--- src/hw/dcp_consts.svh ---
/*
 * constants of the control access port: register offsets, field positions,
 * reset values and erase sequencing counts.
 * assumes inclusion by the testbench and the design file by bare name.
 */
// Operation
// - debugger write at 0x000 requests soft reset
// - erase trigger disables reset request until debug reset
// - erase flash, then sram, then user config
// - after erase, protection removed at next reset
// - protection status shows secure and non-secure settings
// - erase guard status shows user config setting
// - equal non-zero keys both sides start erase
// - debugger outgoing word with read-back status
// - cpu outgoing word read by debugger incoming register
// - outgoing write sets outgoing state word waiting
// - incoming read sets incoming state word consumed
// - cpu incoming word read-only, resets zero
// - lock bit 0 makes cpu key read-only
// - lock stays set until next reset
// - cpu key 32-bit read/write, resets zero
// - read-only identity register at top offset
// - erase progress busy while erase runs
// - sender write sets receiver incoming state waiting
// - receiver read returns sender outgoing state consumed
`ifndef DCP_CONSTS_SVH
`define DCP_CONSTS_SVH

`define DCP_DBG_RESET_REQ 12'h000
`define DCP_DBG_ERASE_TRIG 12'h004
`define DCP_DBG_ERASE_PROG 12'h008
`define DCP_DBG_PROT_STATE 12'h00C
`define DCP_DBG_GUARD_STATE 12'h018
`define DCP_DBG_GUARD_KEY 12'h01C
`define DCP_DBG_MB_OUT_WORD 12'h020
`define DCP_DBG_MB_OUT_STATE 12'h024
`define DCP_DBG_MB_IN_WORD 12'h028
`define DCP_DBG_MB_IN_STATE 12'h02C
`define DCP_DBG_IDENTITY 12'h0FC

`define DCP_CPU_MB_IN_WORD 12'h400
`define DCP_CPU_MB_IN_STATE 12'h404
`define DCP_CPU_MB_OUT_WORD 12'h480
`define DCP_CPU_MB_OUT_STATE 12'h484
`define DCP_CPU_KEY_LOCK 12'h500
`define DCP_CPU_GUARD_KEY 12'h504

`define DCP_RESET_REQ_BIT 0
`define DCP_ERASE_TRIG_BIT 0
`define DCP_BUSY_BIT 0
`define DCP_PROT_NS_BIT 0
`define DCP_PROT_S_BIT 1
`define DCP_GUARD_BIT 0
`define DCP_STATE_BIT 0
`define DCP_LOCK_BIT 0

`define DCP_WORD_ZERO 32'h0000_0000
// arbitrary neutral identity value
`define DCP_IDENTITY_VALUE 32'h0A5A_0001

// each erase phase waits for its engine done strobe, bounded by this timeout
`define DCP_PHASE_TIMEOUT_NS 40000
`define DCP_CLOCK_PERIOD_NS 10
`define DCP_PHASE_TIMEOUT_CYC (`DCP_PHASE_TIMEOUT_NS / `DCP_CLOCK_PERIOD_NS)

`endif

--- src/hw/dcp_pkg.sv ---
/*
 * types of the control access port: erase sequencer states.
 * does not include the constants header.
 */
package dcp_pkg;
    typedef enum logic [2:0] {
        DCP_IDLE = 3'h0,
        DCP_FLASH = 3'h1,
        DCP_SRAM = 3'h3,
        DCP_UCFG = 3'h2,
        DCP_DONE = 3'h6
    } dcp_erase_e;
endpackage

--- src/hw/dcp_port.sv ---
/*
 * control access port: debugger register view, cpu peripheral view,
 * mailboxes both ways, key compare and full erase sequencer.
 * assumes both register ports are synchronous to i_clock, a read or write
 * strobe lasts one cycle, and the erase engine answers with done strobes.
 */
`timescale 1ns/10ps
`include "dcp_consts.svh"

module dcp_port #(
    parameter int unsigned PHASE_TIMEOUT = `DCP_PHASE_TIMEOUT_CYC
) (
    input wire logic i_clock,
    input wire logic i_reset,
    input wire logic [11:0] i_dbg_addr,
    input wire logic i_dbg_write,
    input wire logic i_dbg_read,
    input wire logic [31:0] i_dbg_wdata,
    output logic [31:0] o_dbg_rdata,
    input wire logic [11:0] i_cpu_addr,
    input wire logic i_cpu_write,
    input wire logic i_cpu_read,
    input wire logic [31:0] i_cpu_wdata,
    output logic [31:0] o_cpu_rdata,
    input wire logic i_port_protection_setting,
    input wire logic i_secure_port_protection_setting,
    input wire logic i_erase_guard,
    output logic o_soft_reset_req,
    output logic o_erase_flash,
    output logic o_erase_sram,
    output logic o_erase_ucfg,
    input wire logic i_erase_done,
    output logic o_protection_cleared,
    output dcp_pkg::dcp_erase_e o_erase_state
);
    import dcp_pkg::*;

    dcp_erase_e state;
    dcp_erase_e next_state;
    logic reset_disabled;
    logic [31:0] dbg_key;
    logic [31:0] cpu_key;
    logic key_locked;
    logic [31:0] d2c_word;
    logic d2c_waiting;
    logic [31:0] c2d_word;
    logic c2d_waiting;
    logic [31:0] phase_cnt;
    logic erase_start;
    logic phase_end;
    logic dbg_wr_trig;

    assign dbg_wr_trig = i_dbg_write && i_dbg_addr == `DCP_DBG_ERASE_TRIG
        && i_dbg_wdata[`DCP_ERASE_TRIG_BIT];
    // a guard enabled in the user config area blocks the plain trigger
    assign erase_start = state == DCP_IDLE && ((dbg_wr_trig && !i_erase_guard)
        || (dbg_key != `DCP_WORD_ZERO && dbg_key == cpu_key));
    assign phase_end = i_erase_done || phase_cnt == PHASE_TIMEOUT - 1;

    // soft reset request, one pulse per write
    always_ff @(posedge i_clock) begin
        if (i_reset) begin
            o_soft_reset_req <= 1'b0;
        end else begin
            o_soft_reset_req <= i_dbg_write && i_dbg_addr == `DCP_DBG_RESET_REQ
                && i_dbg_wdata[`DCP_RESET_REQ_BIT] && !reset_disabled;
        end
    end

    // reset request stays disabled from the erase trigger write (guarded or not) or key-match start until the debug reset
    always_ff @(posedge i_clock) begin
        if (i_reset) begin
            reset_disabled <= 1'b0;
        end else if (dbg_wr_trig || erase_start) begin
            reset_disabled <= 1'b1;
        end
    end

    always_comb begin
        next_state = state;
        case (state)
            DCP_IDLE: begin
                if (erase_start) begin
                    next_state = DCP_FLASH;
                end
            end
            DCP_FLASH: begin
                if (phase_end) begin
                    next_state = DCP_SRAM;
                end
            end
            DCP_SRAM: begin
                if (phase_end) begin
                    next_state = DCP_UCFG;
                end
            end
            DCP_UCFG: begin
                if (phase_end) begin
                    next_state = DCP_DONE;
                end
            end
            DCP_DONE: begin
                next_state = DCP_IDLE;
            end
            default: begin
                next_state = DCP_IDLE;
            end
        endcase
    end

    always_ff @(posedge i_clock) begin
        if (i_reset) begin
            state <= DCP_IDLE;
        end else begin
            state <= next_state;
        end
    end

    // timeout keeps a dead engine from hanging the port busy forever
    always_ff @(posedge i_clock) begin
        if (i_reset || state == DCP_IDLE || phase_end) begin
            phase_cnt <= 32'h0000_0000;
        end else begin
            phase_cnt <= phase_cnt + 32'h0000_0001;
        end
    end

    assign o_erase_flash = state == DCP_FLASH;
    assign o_erase_sram = state == DCP_SRAM;
    assign o_erase_ucfg = state == DCP_UCFG;
    assign o_erase_state = state;

    // factory defaults take effect at the next reset, flag is held until then
    always_ff @(posedge i_clock) begin
        if (i_reset) begin
            o_protection_cleared <= 1'b0;
        end else if (state == DCP_DONE) begin
            o_protection_cleared <= 1'b1;
        end
    end

    always_ff @(posedge i_clock) begin
        if (i_reset) begin
            dbg_key <= `DCP_WORD_ZERO;
        end else if (erase_start) begin
            dbg_key <= `DCP_WORD_ZERO;
        end else if (i_dbg_write && i_dbg_addr == `DCP_DBG_GUARD_KEY) begin
            dbg_key <= i_dbg_wdata;
        end
    end

    // keys clear once used so one match starts one erase
    always_ff @(posedge i_clock) begin
        if (i_reset) begin
            cpu_key <= `DCP_WORD_ZERO;
        end else if (erase_start) begin
            cpu_key <= `DCP_WORD_ZERO;
        end else if (i_cpu_write && i_cpu_addr == `DCP_CPU_GUARD_KEY && !key_locked) begin
            cpu_key <= i_cpu_wdata;
        end
    end

    always_ff @(posedge i_clock) begin
        if (i_reset) begin
            key_locked <= 1'b0;
        end else if (i_cpu_write && i_cpu_addr == `DCP_CPU_KEY_LOCK
            && i_cpu_wdata[`DCP_LOCK_BIT]) begin
            key_locked <= 1'b1;
        end
    end

    // debugger to cpu mailbox; a write in the same cycle as a read wins
    always_ff @(posedge i_clock) begin
        if (i_reset) begin
            d2c_word <= `DCP_WORD_ZERO;
            d2c_waiting <= 1'b0;
        end else if (i_dbg_write && i_dbg_addr == `DCP_DBG_MB_OUT_WORD) begin
            d2c_word <= i_dbg_wdata;
            d2c_waiting <= 1'b1;
        end else if (i_cpu_read && i_cpu_addr == `DCP_CPU_MB_IN_WORD) begin
            d2c_waiting <= 1'b0;
        end
    end

    // cpu to debugger mailbox
    always_ff @(posedge i_clock) begin
        if (i_reset) begin
            c2d_word <= `DCP_WORD_ZERO;
            c2d_waiting <= 1'b0;
        end else if (i_cpu_write && i_cpu_addr == `DCP_CPU_MB_OUT_WORD) begin
            c2d_word <= i_cpu_wdata;
            c2d_waiting <= 1'b1;
        end else if (i_dbg_read && i_dbg_addr == `DCP_DBG_MB_IN_WORD) begin
            c2d_waiting <= 1'b0;
        end
    end

    // debugger read data, registered; unmapped offsets read zero
    always_ff @(posedge i_clock) begin
        if (i_reset) begin
            o_dbg_rdata <= `DCP_WORD_ZERO;
        end else if (i_dbg_read) begin
            o_dbg_rdata <= `DCP_WORD_ZERO;
            case (i_dbg_addr)
                `DCP_DBG_ERASE_PROG: o_dbg_rdata[`DCP_BUSY_BIT] <= state != DCP_IDLE;
                `DCP_DBG_PROT_STATE: begin
                    o_dbg_rdata[`DCP_PROT_NS_BIT] <= i_port_protection_setting;
                    o_dbg_rdata[`DCP_PROT_S_BIT] <= i_secure_port_protection_setting;
                end
                `DCP_DBG_GUARD_STATE: o_dbg_rdata[`DCP_GUARD_BIT] <= i_erase_guard;
                `DCP_DBG_GUARD_KEY: o_dbg_rdata <= dbg_key;
                `DCP_DBG_MB_OUT_WORD: o_dbg_rdata <= d2c_word;
                `DCP_DBG_MB_OUT_STATE: o_dbg_rdata[`DCP_STATE_BIT] <= d2c_waiting;
                `DCP_DBG_MB_IN_WORD: o_dbg_rdata <= c2d_word;
                `DCP_DBG_MB_IN_STATE: o_dbg_rdata[`DCP_STATE_BIT] <= c2d_waiting;
                `DCP_DBG_IDENTITY: o_dbg_rdata <= `DCP_IDENTITY_VALUE;
                default: o_dbg_rdata <= `DCP_WORD_ZERO;
            endcase
        end
    end

    always_ff @(posedge i_clock) begin
        if (i_reset) begin
            o_cpu_rdata <= `DCP_WORD_ZERO;
        end else if (i_cpu_read) begin
            o_cpu_rdata <= `DCP_WORD_ZERO;
            case (i_cpu_addr)
                `DCP_CPU_MB_IN_WORD: o_cpu_rdata <= d2c_word;
                `DCP_CPU_MB_IN_STATE: o_cpu_rdata[`DCP_STATE_BIT] <= d2c_waiting;
                `DCP_CPU_MB_OUT_WORD: o_cpu_rdata <= c2d_word;
                `DCP_CPU_MB_OUT_STATE: o_cpu_rdata[`DCP_STATE_BIT] <= c2d_waiting;
                `DCP_CPU_KEY_LOCK: o_cpu_rdata[`DCP_LOCK_BIT] <= key_locked;
                `DCP_CPU_GUARD_KEY: o_cpu_rdata <= cpu_key;
                default: o_cpu_rdata <= `DCP_WORD_ZERO;
            endcase
        end
    end

    reset_blocked_a: assert property (@(posedge i_clock) disable iff (i_reset)
        reset_disabled |=> !o_soft_reset_req)
        else $error("reset request issued after erase trigger");
    reset_pulse_a: assert property (@(posedge i_clock) disable iff (i_reset)
        (i_dbg_write && i_dbg_addr == `DCP_DBG_RESET_REQ && i_dbg_wdata[0]
        && !reset_disabled) |=> o_soft_reset_req)
        else $error("reset request write not forwarded");
    erase_order_a: assert property (@(posedge i_clock) disable iff (i_reset)
        (state == DCP_FLASH && phase_end) |=> state == DCP_SRAM ##0 o_erase_sram)
        else $error("sram phase does not follow flash");
    key_match_a: assert property (@(posedge i_clock) disable iff (i_reset)
        (state == DCP_IDLE && dbg_key == cpu_key && dbg_key != 32'h0) |=> state == DCP_FLASH)
        else $error("matching keys did not start erase");
    key_lock_a: assert property (@(posedge i_clock) disable iff (i_reset)
        (key_locked && !erase_start) |=> $stable(cpu_key))
        else $error("locked cpu key changed");
    lock_sticky_a: assert property (@(posedge i_clock) disable iff (i_reset)
        key_locked |=> key_locked)
        else $error("key lock released without reset");
    mbox_set_a: assert property (@(posedge i_clock) disable iff (i_reset)
        (i_cpu_write && i_cpu_addr == `DCP_CPU_MB_OUT_WORD) |=> c2d_waiting ##1
        (!(i_dbg_read && i_dbg_addr == `DCP_DBG_MB_IN_WORD) [*1] or 1'b1))
        else $error("cpu mailbox write not marked waiting");
    mbox_clear_a: assert property (@(posedge i_clock) disable iff (i_reset)
        (i_cpu_read && i_cpu_addr == `DCP_CPU_MB_IN_WORD
        && !(i_dbg_write && i_dbg_addr == `DCP_DBG_MB_OUT_WORD)) |=> !d2c_waiting)
        else $error("debugger outgoing state not consumed after cpu read");
    busy_read_a: assert property (@(posedge i_clock) disable iff (i_reset)
        (i_dbg_read && i_dbg_addr == `DCP_DBG_ERASE_PROG && state != DCP_IDLE)
        |=> o_dbg_rdata == 32'h0000_0001)
        else $error("erase progress not busy during erase");
    ident_read_a: assert property (@(posedge i_clock) disable iff (i_reset)
        (i_dbg_read && i_dbg_addr == `DCP_DBG_IDENTITY) |=> o_dbg_rdata == `DCP_IDENTITY_VALUE)
        else $error("identity register wrong");

    prot_state_a: assert property (@(posedge i_clock) disable iff (i_reset)
        (i_dbg_read && i_dbg_addr == `DCP_DBG_PROT_STATE)
        |=> o_dbg_rdata == {30'h0, $past(i_secure_port_protection_setting),
        $past(i_port_protection_setting)})
        else $error("protection status does not follow the settings");

    guard_state_a: assert property (@(posedge i_clock) disable iff (i_reset)
        (i_dbg_read && i_dbg_addr == `DCP_DBG_GUARD_STATE)
        |=> o_dbg_rdata == {31'h0, $past(i_erase_guard)})
        else $error("erase guard status does not follow the setting");

    out_waiting_a: assert property (@(posedge i_clock) disable iff (i_reset)
        (i_dbg_write && i_dbg_addr == `DCP_DBG_MB_OUT_WORD) |=> d2c_waiting)
        else $error("debugger mailbox write not marked waiting");

    in_consumed_a: assert property (@(posedge i_clock) disable iff (i_reset)
        (i_dbg_read && i_dbg_addr == `DCP_DBG_MB_IN_WORD
        && !(i_cpu_write && i_cpu_addr == `DCP_CPU_MB_OUT_WORD)) |=> !c2d_waiting)
        else $error("debugger incoming read did not consume the word");

    in_word_a: assert property (@(posedge i_clock) disable iff (i_reset)
        (i_cpu_read && i_cpu_addr == `DCP_CPU_MB_IN_WORD)
        |=> o_cpu_rdata == $past(d2c_word))
        else $error("cpu incoming word read wrong");

    word_hold_a: assert property (@(posedge i_clock) disable iff (i_reset)
        !(i_dbg_write && i_dbg_addr == `DCP_DBG_MB_OUT_WORD) |=> $stable(d2c_word))
        else $error("cpu incoming word changed without a debugger write");

    key_write_a: assert property (@(posedge i_clock) disable iff (i_reset)
        (i_cpu_write && i_cpu_addr == `DCP_CPU_GUARD_KEY && !key_locked && !erase_start)
        |=> cpu_key == $past(i_cpu_wdata))
        else $error("unlocked cpu key write lost");

    cpu_state_a: assert property (@(posedge i_clock) disable iff (i_reset)
        (i_cpu_read && i_cpu_addr == `DCP_CPU_MB_IN_STATE)
        |=> o_cpu_rdata == {31'h0, $past(d2c_waiting)})
        else $error("cpu incoming state encoding wrong");

    dbg_state_a: assert property (@(posedge i_clock) disable iff (i_reset)
        (i_dbg_read && i_dbg_addr == `DCP_DBG_MB_OUT_STATE)
        |=> o_dbg_rdata == {31'h0, $past(d2c_waiting)})
        else $error("debugger outgoing state encoding wrong");

    protect_clear_a: assert property (@(posedge i_clock) disable iff (i_reset)
        state == DCP_DONE |=> o_protection_cleared)
        else $error("protection not cleared after erase");

    clear_sticky_a: assert property (@(posedge i_clock) disable iff (i_reset)
        o_protection_cleared |=> o_protection_cleared)
        else $error("protection cleared flag dropped without reset");

    idle_read_a: assert property (@(posedge i_clock) disable iff (i_reset)
        (i_dbg_read && i_dbg_addr == `DCP_DBG_ERASE_PROG && state == DCP_IDLE)
        |=> o_dbg_rdata == 32'h0000_0000)
        else $error("erase progress busy while idle");

    d2c_word_a: assert property (@(posedge i_clock) disable iff (i_reset)
        (i_dbg_write && i_dbg_addr == `DCP_DBG_MB_OUT_WORD)
        |=> d2c_word == $past(i_dbg_wdata))
        else $error("debugger outgoing word not stored");

    c2d_word_a: assert property (@(posedge i_clock) disable iff (i_reset)
        (i_dbg_read && i_dbg_addr == `DCP_DBG_MB_IN_WORD)
        |=> o_dbg_rdata == $past(c2d_word))
        else $error("debugger incoming word read wrong");

    phase_single_a: assert property (@(posedge i_clock) disable iff (i_reset)
        $onehot0({o_erase_flash, o_erase_sram, o_erase_ucfg}))
        else $error("more than one erase phase active");

    ucfg_order_a: assert property (@(posedge i_clock) disable iff (i_reset)
        (state == DCP_SRAM && phase_end) |=> state == DCP_UCFG)
        else $error("user config phase does not follow sram");

    erase_begin_a: assert property (@(posedge i_clock) disable iff (i_reset)
        erase_start |=> o_erase_flash)
        else $error("erase did not open with flash");

    keys_clear_a: assert property (@(posedge i_clock) disable iff (i_reset)
        erase_start |=> dbg_key == 32'h0000_0000 && cpu_key == 32'h0000_0000)
        else $error("keys not cleared at erase start");

    reset_off_a: assert property (@(posedge i_clock) disable iff (i_reset)
        dbg_wr_trig |=> reset_disabled)
        else $error("erase trigger did not disable reset request");

    erase_run_c: cover property (@(posedge i_clock) state == DCP_UCFG ##1 state == DCP_DONE);
    mbox_trip_c: cover property (@(posedge i_clock) c2d_waiting ##1 !c2d_waiting);
    lock_set_c: cover property (@(posedge i_clock) !key_locked ##1 key_locked);
    key_erase_c: cover property (@(posedge i_clock) erase_start && !dbg_wr_trig);
    d2c_trip_c: cover property (@(posedge i_clock) d2c_waiting ##1 !d2c_waiting);
endmodule

--- config.mk ---
export PLATFORM = sky130hd
export DESIGN_NAME = dcp_port
export DESIGN_NICKNAME = d
export VERILOG_FILES = /design/src/hw/dcp_pkg.sv /design/src/hw/dcp_port.sv
export VERILOG_INCLUDE_DIRS = /design/src /design/src/hw
export SDC_FILE = /design/constraint.sdc
export NUM_CORES = 1
export LEC_CHECK = 0
export BUFFER_PORTS_ARGS = -buffer_cell sky130_fd_sc_hd__buf_2
export CORE_ASPECT_RATIO = 0.75
export CORE_UTILIZATION = 46
export DETAILED_ROUTE_END_ITERATION = 10
export PLACE_DENSITY = 0.73
export REMOVE_ABC_BUFFERS = 1
export SYNTH_ARGS = -nofsm -noshare
export SYNTH_HDL_FRONTEND = slang
export SYNTH_SLANG_ARGS = --single-unit
--- constraint.sdc ---
create_clock -name i_clock -period 2.1 [get_ports i_clock]
set_clock_uncertainty 0.1 [all_clocks]
set_input_delay 0.42 -clock i_clock [delete_from_list [all_inputs] [get_ports i_clock]]
set_output_delay 0.42 -clock i_clock [all_outputs]
set_load 0.01 [all_outputs]
; ---- Word-level counts from Yosys, hierarchy flattened
; Cells that the tools add are included.
[totals]
regBits = 233
latchBits = 0
mem_bits_rw = 0
rom_bits = 0
inputBits = 98
output_inout_bits = 72
elab_cells = 88
n_memories = 0
[classes]
addsub = 1
n_mul = 0
div = 0
order_cmp = 0
eq_ne = 26
shift = 0
n_mux = 14
bitwise_logic = 0
n_reduce_logical = 33
[ops]
columns = cell, n
row1 = $pmux W30 S4, 1
row2 = $pmux W31 S3, 1
row3 = $eq A12 B11 Y1 const B, 6
row4 = $eq A12 B6 Y1 const B, 4
row5 = $add A32 B1 Y32 const B, 1
row6 = $eq A32 B12 Y1 const B, 1
row7 = $eq A32 B32 Y1, 1
row8 = $reduce_bool A32 Y1, 1
row9 = $eq A12 B4 Y1 const B, 2
row10 = $eq A12 B5 Y1 const B, 2
row11 = $logic_and A1 B1 Y1, 17
row12 = $eq A12 B3 Y1 const B, 1
row13 = $eq A12 B8 Y1 const B, 1
row14 = $logic_not A12 Y1, 1
row15 = $mux W3, 4
row16 = $pmux W3 S4, 1
row17 = $pmux W1 S9, 1
row18 = $eq A3 B2 Y1 const B, 2
row19 = $ne A2 B1 Y1 const B, 3
row20 = $pmux W1 S6, 1
row21 = $logic_or A1 B1 Y1, 5
row22 = $mux W1, 4
row23 = $pmux W1 S4, 1
row24 = $reduce_and A4 Y1, 1
row25 = other kinds (8), 11

; ---- Logic depth before layout (Yosys ltp)
[depth]
ltp_word = 8
ltp_mapped = 7
mapped_depth_nobuf = 6

; ---- Worst setup path after synthesis
; No wires, ideal clock.
[synth_path]
path_type = input-to-reg
startpoint = input i_cpu_addr[3]
endpoint = register cpu_key[31]
setup_time_ps = 92
arrival_time_ps = 1954
setup_slack_ps = -46
cell_stages = 7
n_path_buf = 2
cell_sequence = or4_4 nor4_4 nand3b_1 buf_2 buf_6 mux2i_1 nor4_1
[synth_via]
elab_chain_len = 3
[synth_rtl]
columns = element, line
row1 = "start, declared", dcp_port.sv:20  ; input wire logic [11:0] i_cpu_addr,
row2 = $eq A12 B11 Y1, n/a
row3 = $logic_and A1 B1 Y1 (no line), n/a
row4 = $logic_and A1 B1 Y1, dcp_port.sv:158  ; end else if (i_cpu_write && i_cpu_addr == `DCP_CPU_GUARD_KEY && !key_locked) begin
row5 = "end signal, assigned", dcp_port.sv:155  ; cpu_key <= `DCP_WORD_ZERO;
row6 = "end signal, assigned", dcp_port.sv:157  ; cpu_key <= `DCP_WORD_ZERO;
row7 = "end signal, assigned", dcp_port.sv:159  ; cpu_key <= i_cpu_wdata;
row8 = "end, declared", dcp_port.sv:42  ; logic [31:0] cpu_key;
; No other way between the ends.
; A chain may end at the register's enable or synchronous reset.

; ---- Worst setup path after layout
[layout_path]
startpoint = register dbg_key[1]
endpoint = register dbg_key[30]
[layout_via]
elab_chain_len = 5
[layout_rtl]
columns = element, line
row1 = "start, declared", dcp_port.sv:41  ; logic [31:0] dbg_key;
row2 = "start signal, assigned", dcp_port.sv:144  ; dbg_key <= `DCP_WORD_ZERO;
row3 = "start signal, assigned", dcp_port.sv:146  ; dbg_key <= `DCP_WORD_ZERO;
row4 = "start signal, assigned", dcp_port.sv:148  ; dbg_key <= i_dbg_wdata;
row5 = $eq A32 B32 Y1 / $reduce_bool A32 Y1 (equally long branches), n/a
row6 = $logic_and A1 B1 Y1 *, dcp_port.sv:57  ; || (dbg_key != `DCP_WORD_ZERO && dbg_key == cpu_key));
row7 = $logic_or A1 B1 Y1 *, dcp_port.sv:56  ; assign erase_start = state == DCP_IDLE && ((dbg_wr_trig && !i_erase_guard)
row8 = $logic_and A1 B1 Y1 *, dcp_port.sv:56
row9 = $reduce_or A2 Y1 (no line) *, n/a
; Every way passes the cells marked *; elsewhere a longest branch is shown, timed or not.

==> results.yml <==
finish:
  fin_util_pct: 61.38
  fillers: 1814
  final_cells: 1732
  antenna_cells: 0
  drive_gt1_share_pct: 28.09
  num-nets-final: 1521
  syn_to_final_growth_pct: 30.50
global_routing:
  gr-total-overflow: 0
  grt_antenna_before_repair: 1
  grt_pass1_vias: 9710
  grt_max_degree: 65
  grt_use_total_pct: 29.00
  grt_first_pass_wirelength_um: 53340
worst_setup_path:
  crit_slowest_cell: "dfxtp_4"
  cp-start-kind: "flop"
  cp-end-kind: "flop"
  reg2reg_depth: 7
  arrival_ns: 2.44
  required_ns: 2.39
  path_cells: "xor2_4, nor4_4, nand4_1, nor4_4, buf_6, clkbuf_16, nor4_2"
  crit_fanout: 8
  worst_path_most_repeated_cell: "nor4_4"
  critical_path_class: "flop to flop"
  cp_num_cells: 7
  critical-path-top-delay-family: "simple AND/OR/NAND/NOR gates"
  cp.buffers_inverters: 2
  slowest_delay_ns: 0.37
synth:
  ys_ff_latch: 233
  synth_ff_type: "dfxtp_1"
  async_flop_share_pct: 0
  synth_top_family_by_area: "simple AND/OR/NAND/NOR gates"
  synth_xor_xnor_area_share_pct: 5.124
  synth_mux_area_share_pct: 9.539
  synth_top_area_cell: "dfxtp_1"
  synth_edf_count: 0
  syn_area_um2: 10430
  synth_largest_type_area_fraction_pct: 44.73
  synth.distinct_cells: 64
  synth-simple-area-share_pct: 22.86
  yosysWarnings: 0
  yosys.area_share.adder_pct: 0.1200
  synth_cells: 1197
  seq_area_frac_synth_pct: 44.73
  synth.avg_cell_area_um2: 8.711
  synth_compound_area_share_pct: 12.84
  synth_area_leaders: "dfxtp_1 (45%), mux2i_1 (9.2%), nand2_1 (6.4%)"
detailed_routing:
  vias: 10327
  drtAntennaViolNets: 0
  top_layer: "met5"
  wl_met3_um: 3838
  routed_wl_um: 34870
  met2WireLength_um: 14990
  drt_iter0_drc: 1290
  wl_met1_um: 14850
  wl_per_cell_um: 20.13
  routed_via_density: 5.962
  drc_errors: 0
  drtPass1Iterations: 8
timing:
  slew_headroom_pct: 59.95
  final_hold_viol_count: 0
  tightest_slew_ns: 0.5993
  drv_slew: 0
  finalSetupViolations: 38
  period_needed_ns: 2.151
  fin_ws_ns: -0.05148
  finalCritPeriodShare_pct: 102.5
  clock.fmax_mhz: 464.8
  rsz0062_at_grt: "yes"
clock_network:
  cts-root-buf: "clkbuf_16"
  clk_latency_ns: 0.52
  cts.sinks: 233
  htreeDepth: 1
  tritoncts.num_buffers: 23
  cts_buffer_depth: 3
  clkTransAtPathRegs_ns: 0.06
  cts_tree: "done"
hold_path:
  hp-class: "input pin to flop"
  hold_depth: 3
pwr:
  ir_drop_mv: 0.5159
  power_density_nw_per_um2: 668.5
  leakagePower_uw: 0.005650
status:
  violations: "negative setup slack"
  status: "finished, violations left"
floorplan:
  io_pins: 170
  die_x_um: 175.9
  core_um2: 22170
  num_rows: 47
  die_h_um: 132.4
  initial_utilization_pct: 47.03
  die-area_um2: 23280
placement:
  io_buffers: 169
  dpl.cell_count: 1681
  dp_hpwl_um: 22900
  place_congestion: 0.8521
run:
  maxCapViolCount: 0
==> synth_stat cells, types with 2 or more instances <==
library cell,instances
a211oi_1,31
a21oi_1,94
a222oi_1,30
a41oi_1,2
and2_1,4
and3_1,7
and4_1,5
buf_1,3
buf_2,35
buf_6,3
clkbuf_1,52
dfxtp_1,233
inv_1,18
mux2i_1,96
nand2_1,177
nand2b_1,3
nand3_1,16
nand3b_1,3
nand4_1,10
nor2_1,105
nor2b_1,4
nor3_1,22
nor3b_1,3
nor4_1,90
nor4_2,4
nor4_4,3
o21ai_0,11
o21ai_1,31
o31a_1,2
or3_1,3
or4_1,5
xnor2_1,26
xor2_1,35
==> registers in the layout (all words and copies together), names as in the netlist <==
name / flops
key_locked: 1
phase_cnt: 32
o_cpu_rdata: 32
o_soft_reset_req: 1
reset_disabled: 1
c2d_waiting: 1
o_dbg_rdata: 32
o_protection_cleared: 1
o_erase_state: 3
dbg_key: 32
c2d_word: 32
cpu_key: 32
d2c_waiting: 1
d2c_word: 32
==> final cells by class <==
cell class                      instances  area (um2)  area share, %
Inverter                               19       71.32         0.5241
Sequential cell                       233        4683          34.42
Tap cell                              294       367.9          2.703
Clock buffer                           35       660.6          4.855
Clock inverter                          6       87.58         0.6436
Multi-Input combinational cell        850        5614          41.26
Timing Repair Buffer                  295        2123          15.60
==> path summary, 6_finish.rpt <==
| path | from | endpoint | slack [ns] |
|---|---|---|---|
| setup reg to reg | dbg_key[1]$_SDFFE_PP0P_ | dbg_key[30]$_SDFFE_PP0P_ | -0.05 |
| hold reg to reg | o_cpu_rdata[5]$_SDFFE_PP0P_ | o_cpu_rdata[5]$_SDFFE_PP0P_ | 0.34 |
| setup / recovery | dbg_key[1]$_SDFFE_PP0P_ | dbg_key[30]$_SDFFE_PP0P_ | -0.05 |
| hold / removal | i_dbg_wdata[10] | d2c_word[10]$_SDFFE_PP0P_ | 0.05 |
==> power by group <==
part           internal [uW]  total (uW)  switching (uW)
combinational            182         460             278
clock                   2420        4180            1760
sequential              4440        4450            13.3
==> metal layers <==
metal | track usage (%) | up-vias
met4 | 9.662 | 2
met1 | 41.17 | 4841
met2 | 43.72 | 631
met5 | 0 | -
li1 | - | 4753
met3 | 5.854 | 100
==> cells in the final DEF (no fill, tap or decap), types with 4 or more instances in the layout <==
cell,n
dfxtp_1,220
nand2_1,176
buf_2,168
buf_4,98
nor2_1,97
mux2i_1,96
a21oi_1,94
nor4_1,60
xor2_1,34
a211oi_1,31
o21ai_1,31
a222oi_1,30
xnor2_1,26
clkbuf_16,25
nor4_2,23
nor3_1,22
buf_12,22
inv_1,18
nand3_1,16
nor4_4,14
dfxtp_2,12
o21ai_0,11
nand4_1,10
nor2_2,8
clkbuf_1,8
and3_1,7
and4_1,5
buf_6,5
or4_4,4
and2_1,4
clkbuf_8,4
==> metrics by stage <==
| stage | power, uW | hold slack [ns] | worst slack, ns | area (um2) | setup TNS, ns |
|---|---|---|---|---|---|
| 2_1_floorplan | 4657 | 0.3132 | -3.938 | 10000 | -301.43 |
| 3_3_place_gp | 4992 | 0.3372 | -0.2055 | 12380 | -21.13 |
| 3_5_place_dp | 4995 | 0.3399 | -0.2819 | 12380 | -26.43 |
| 4_1_cts | 9130 | 0.04407 | -0.01107 | 13260 | -0.04913 |
| 5_1_grt | 9320 | 0.05568 | -0.1393 | 13610 | -7.512 |
| 6_report | 9097 | 0.04792 | -0.05148 | 13610 | -0.5888 |
==> worst register-to-register path: stages (launching register included) <==
cell and delay (ns):
dfxtp_4 0.37, xor2_4 0.19, nor4_4 0.31, nand4_1 0.25, nor4_4 0.35, buf_6 0.22
clkbuf_16 0.19, nor4_2 0.06
==> cell families (layout without fill, tap and decap cells) <==
logic type               Yosys count  after routing
adder cells (fa/ha/maj)            1              1
multiplexers                      98             98
buffers and inverters            114            355
XOR/XNOR                          61             61
AND/OR/NAND/NOR                  478            478
flip-flops                       233            233
AO/OA/AOI/OAI                    212            212
==> what timing repair did <==
item | 4_1_cts | 5_1_grt
gates cloned | 1 | 2
hold buffers | 0 | 0
resized for setup | 15 | 59
endpoints found under the setup margin | 96 | 98
pin swaps | 7 | 22
endpoints found under the hold margin | 0 | 0
setup buffers | 4 | 4
Note: power is estimated with default switching activity, not from simulation.
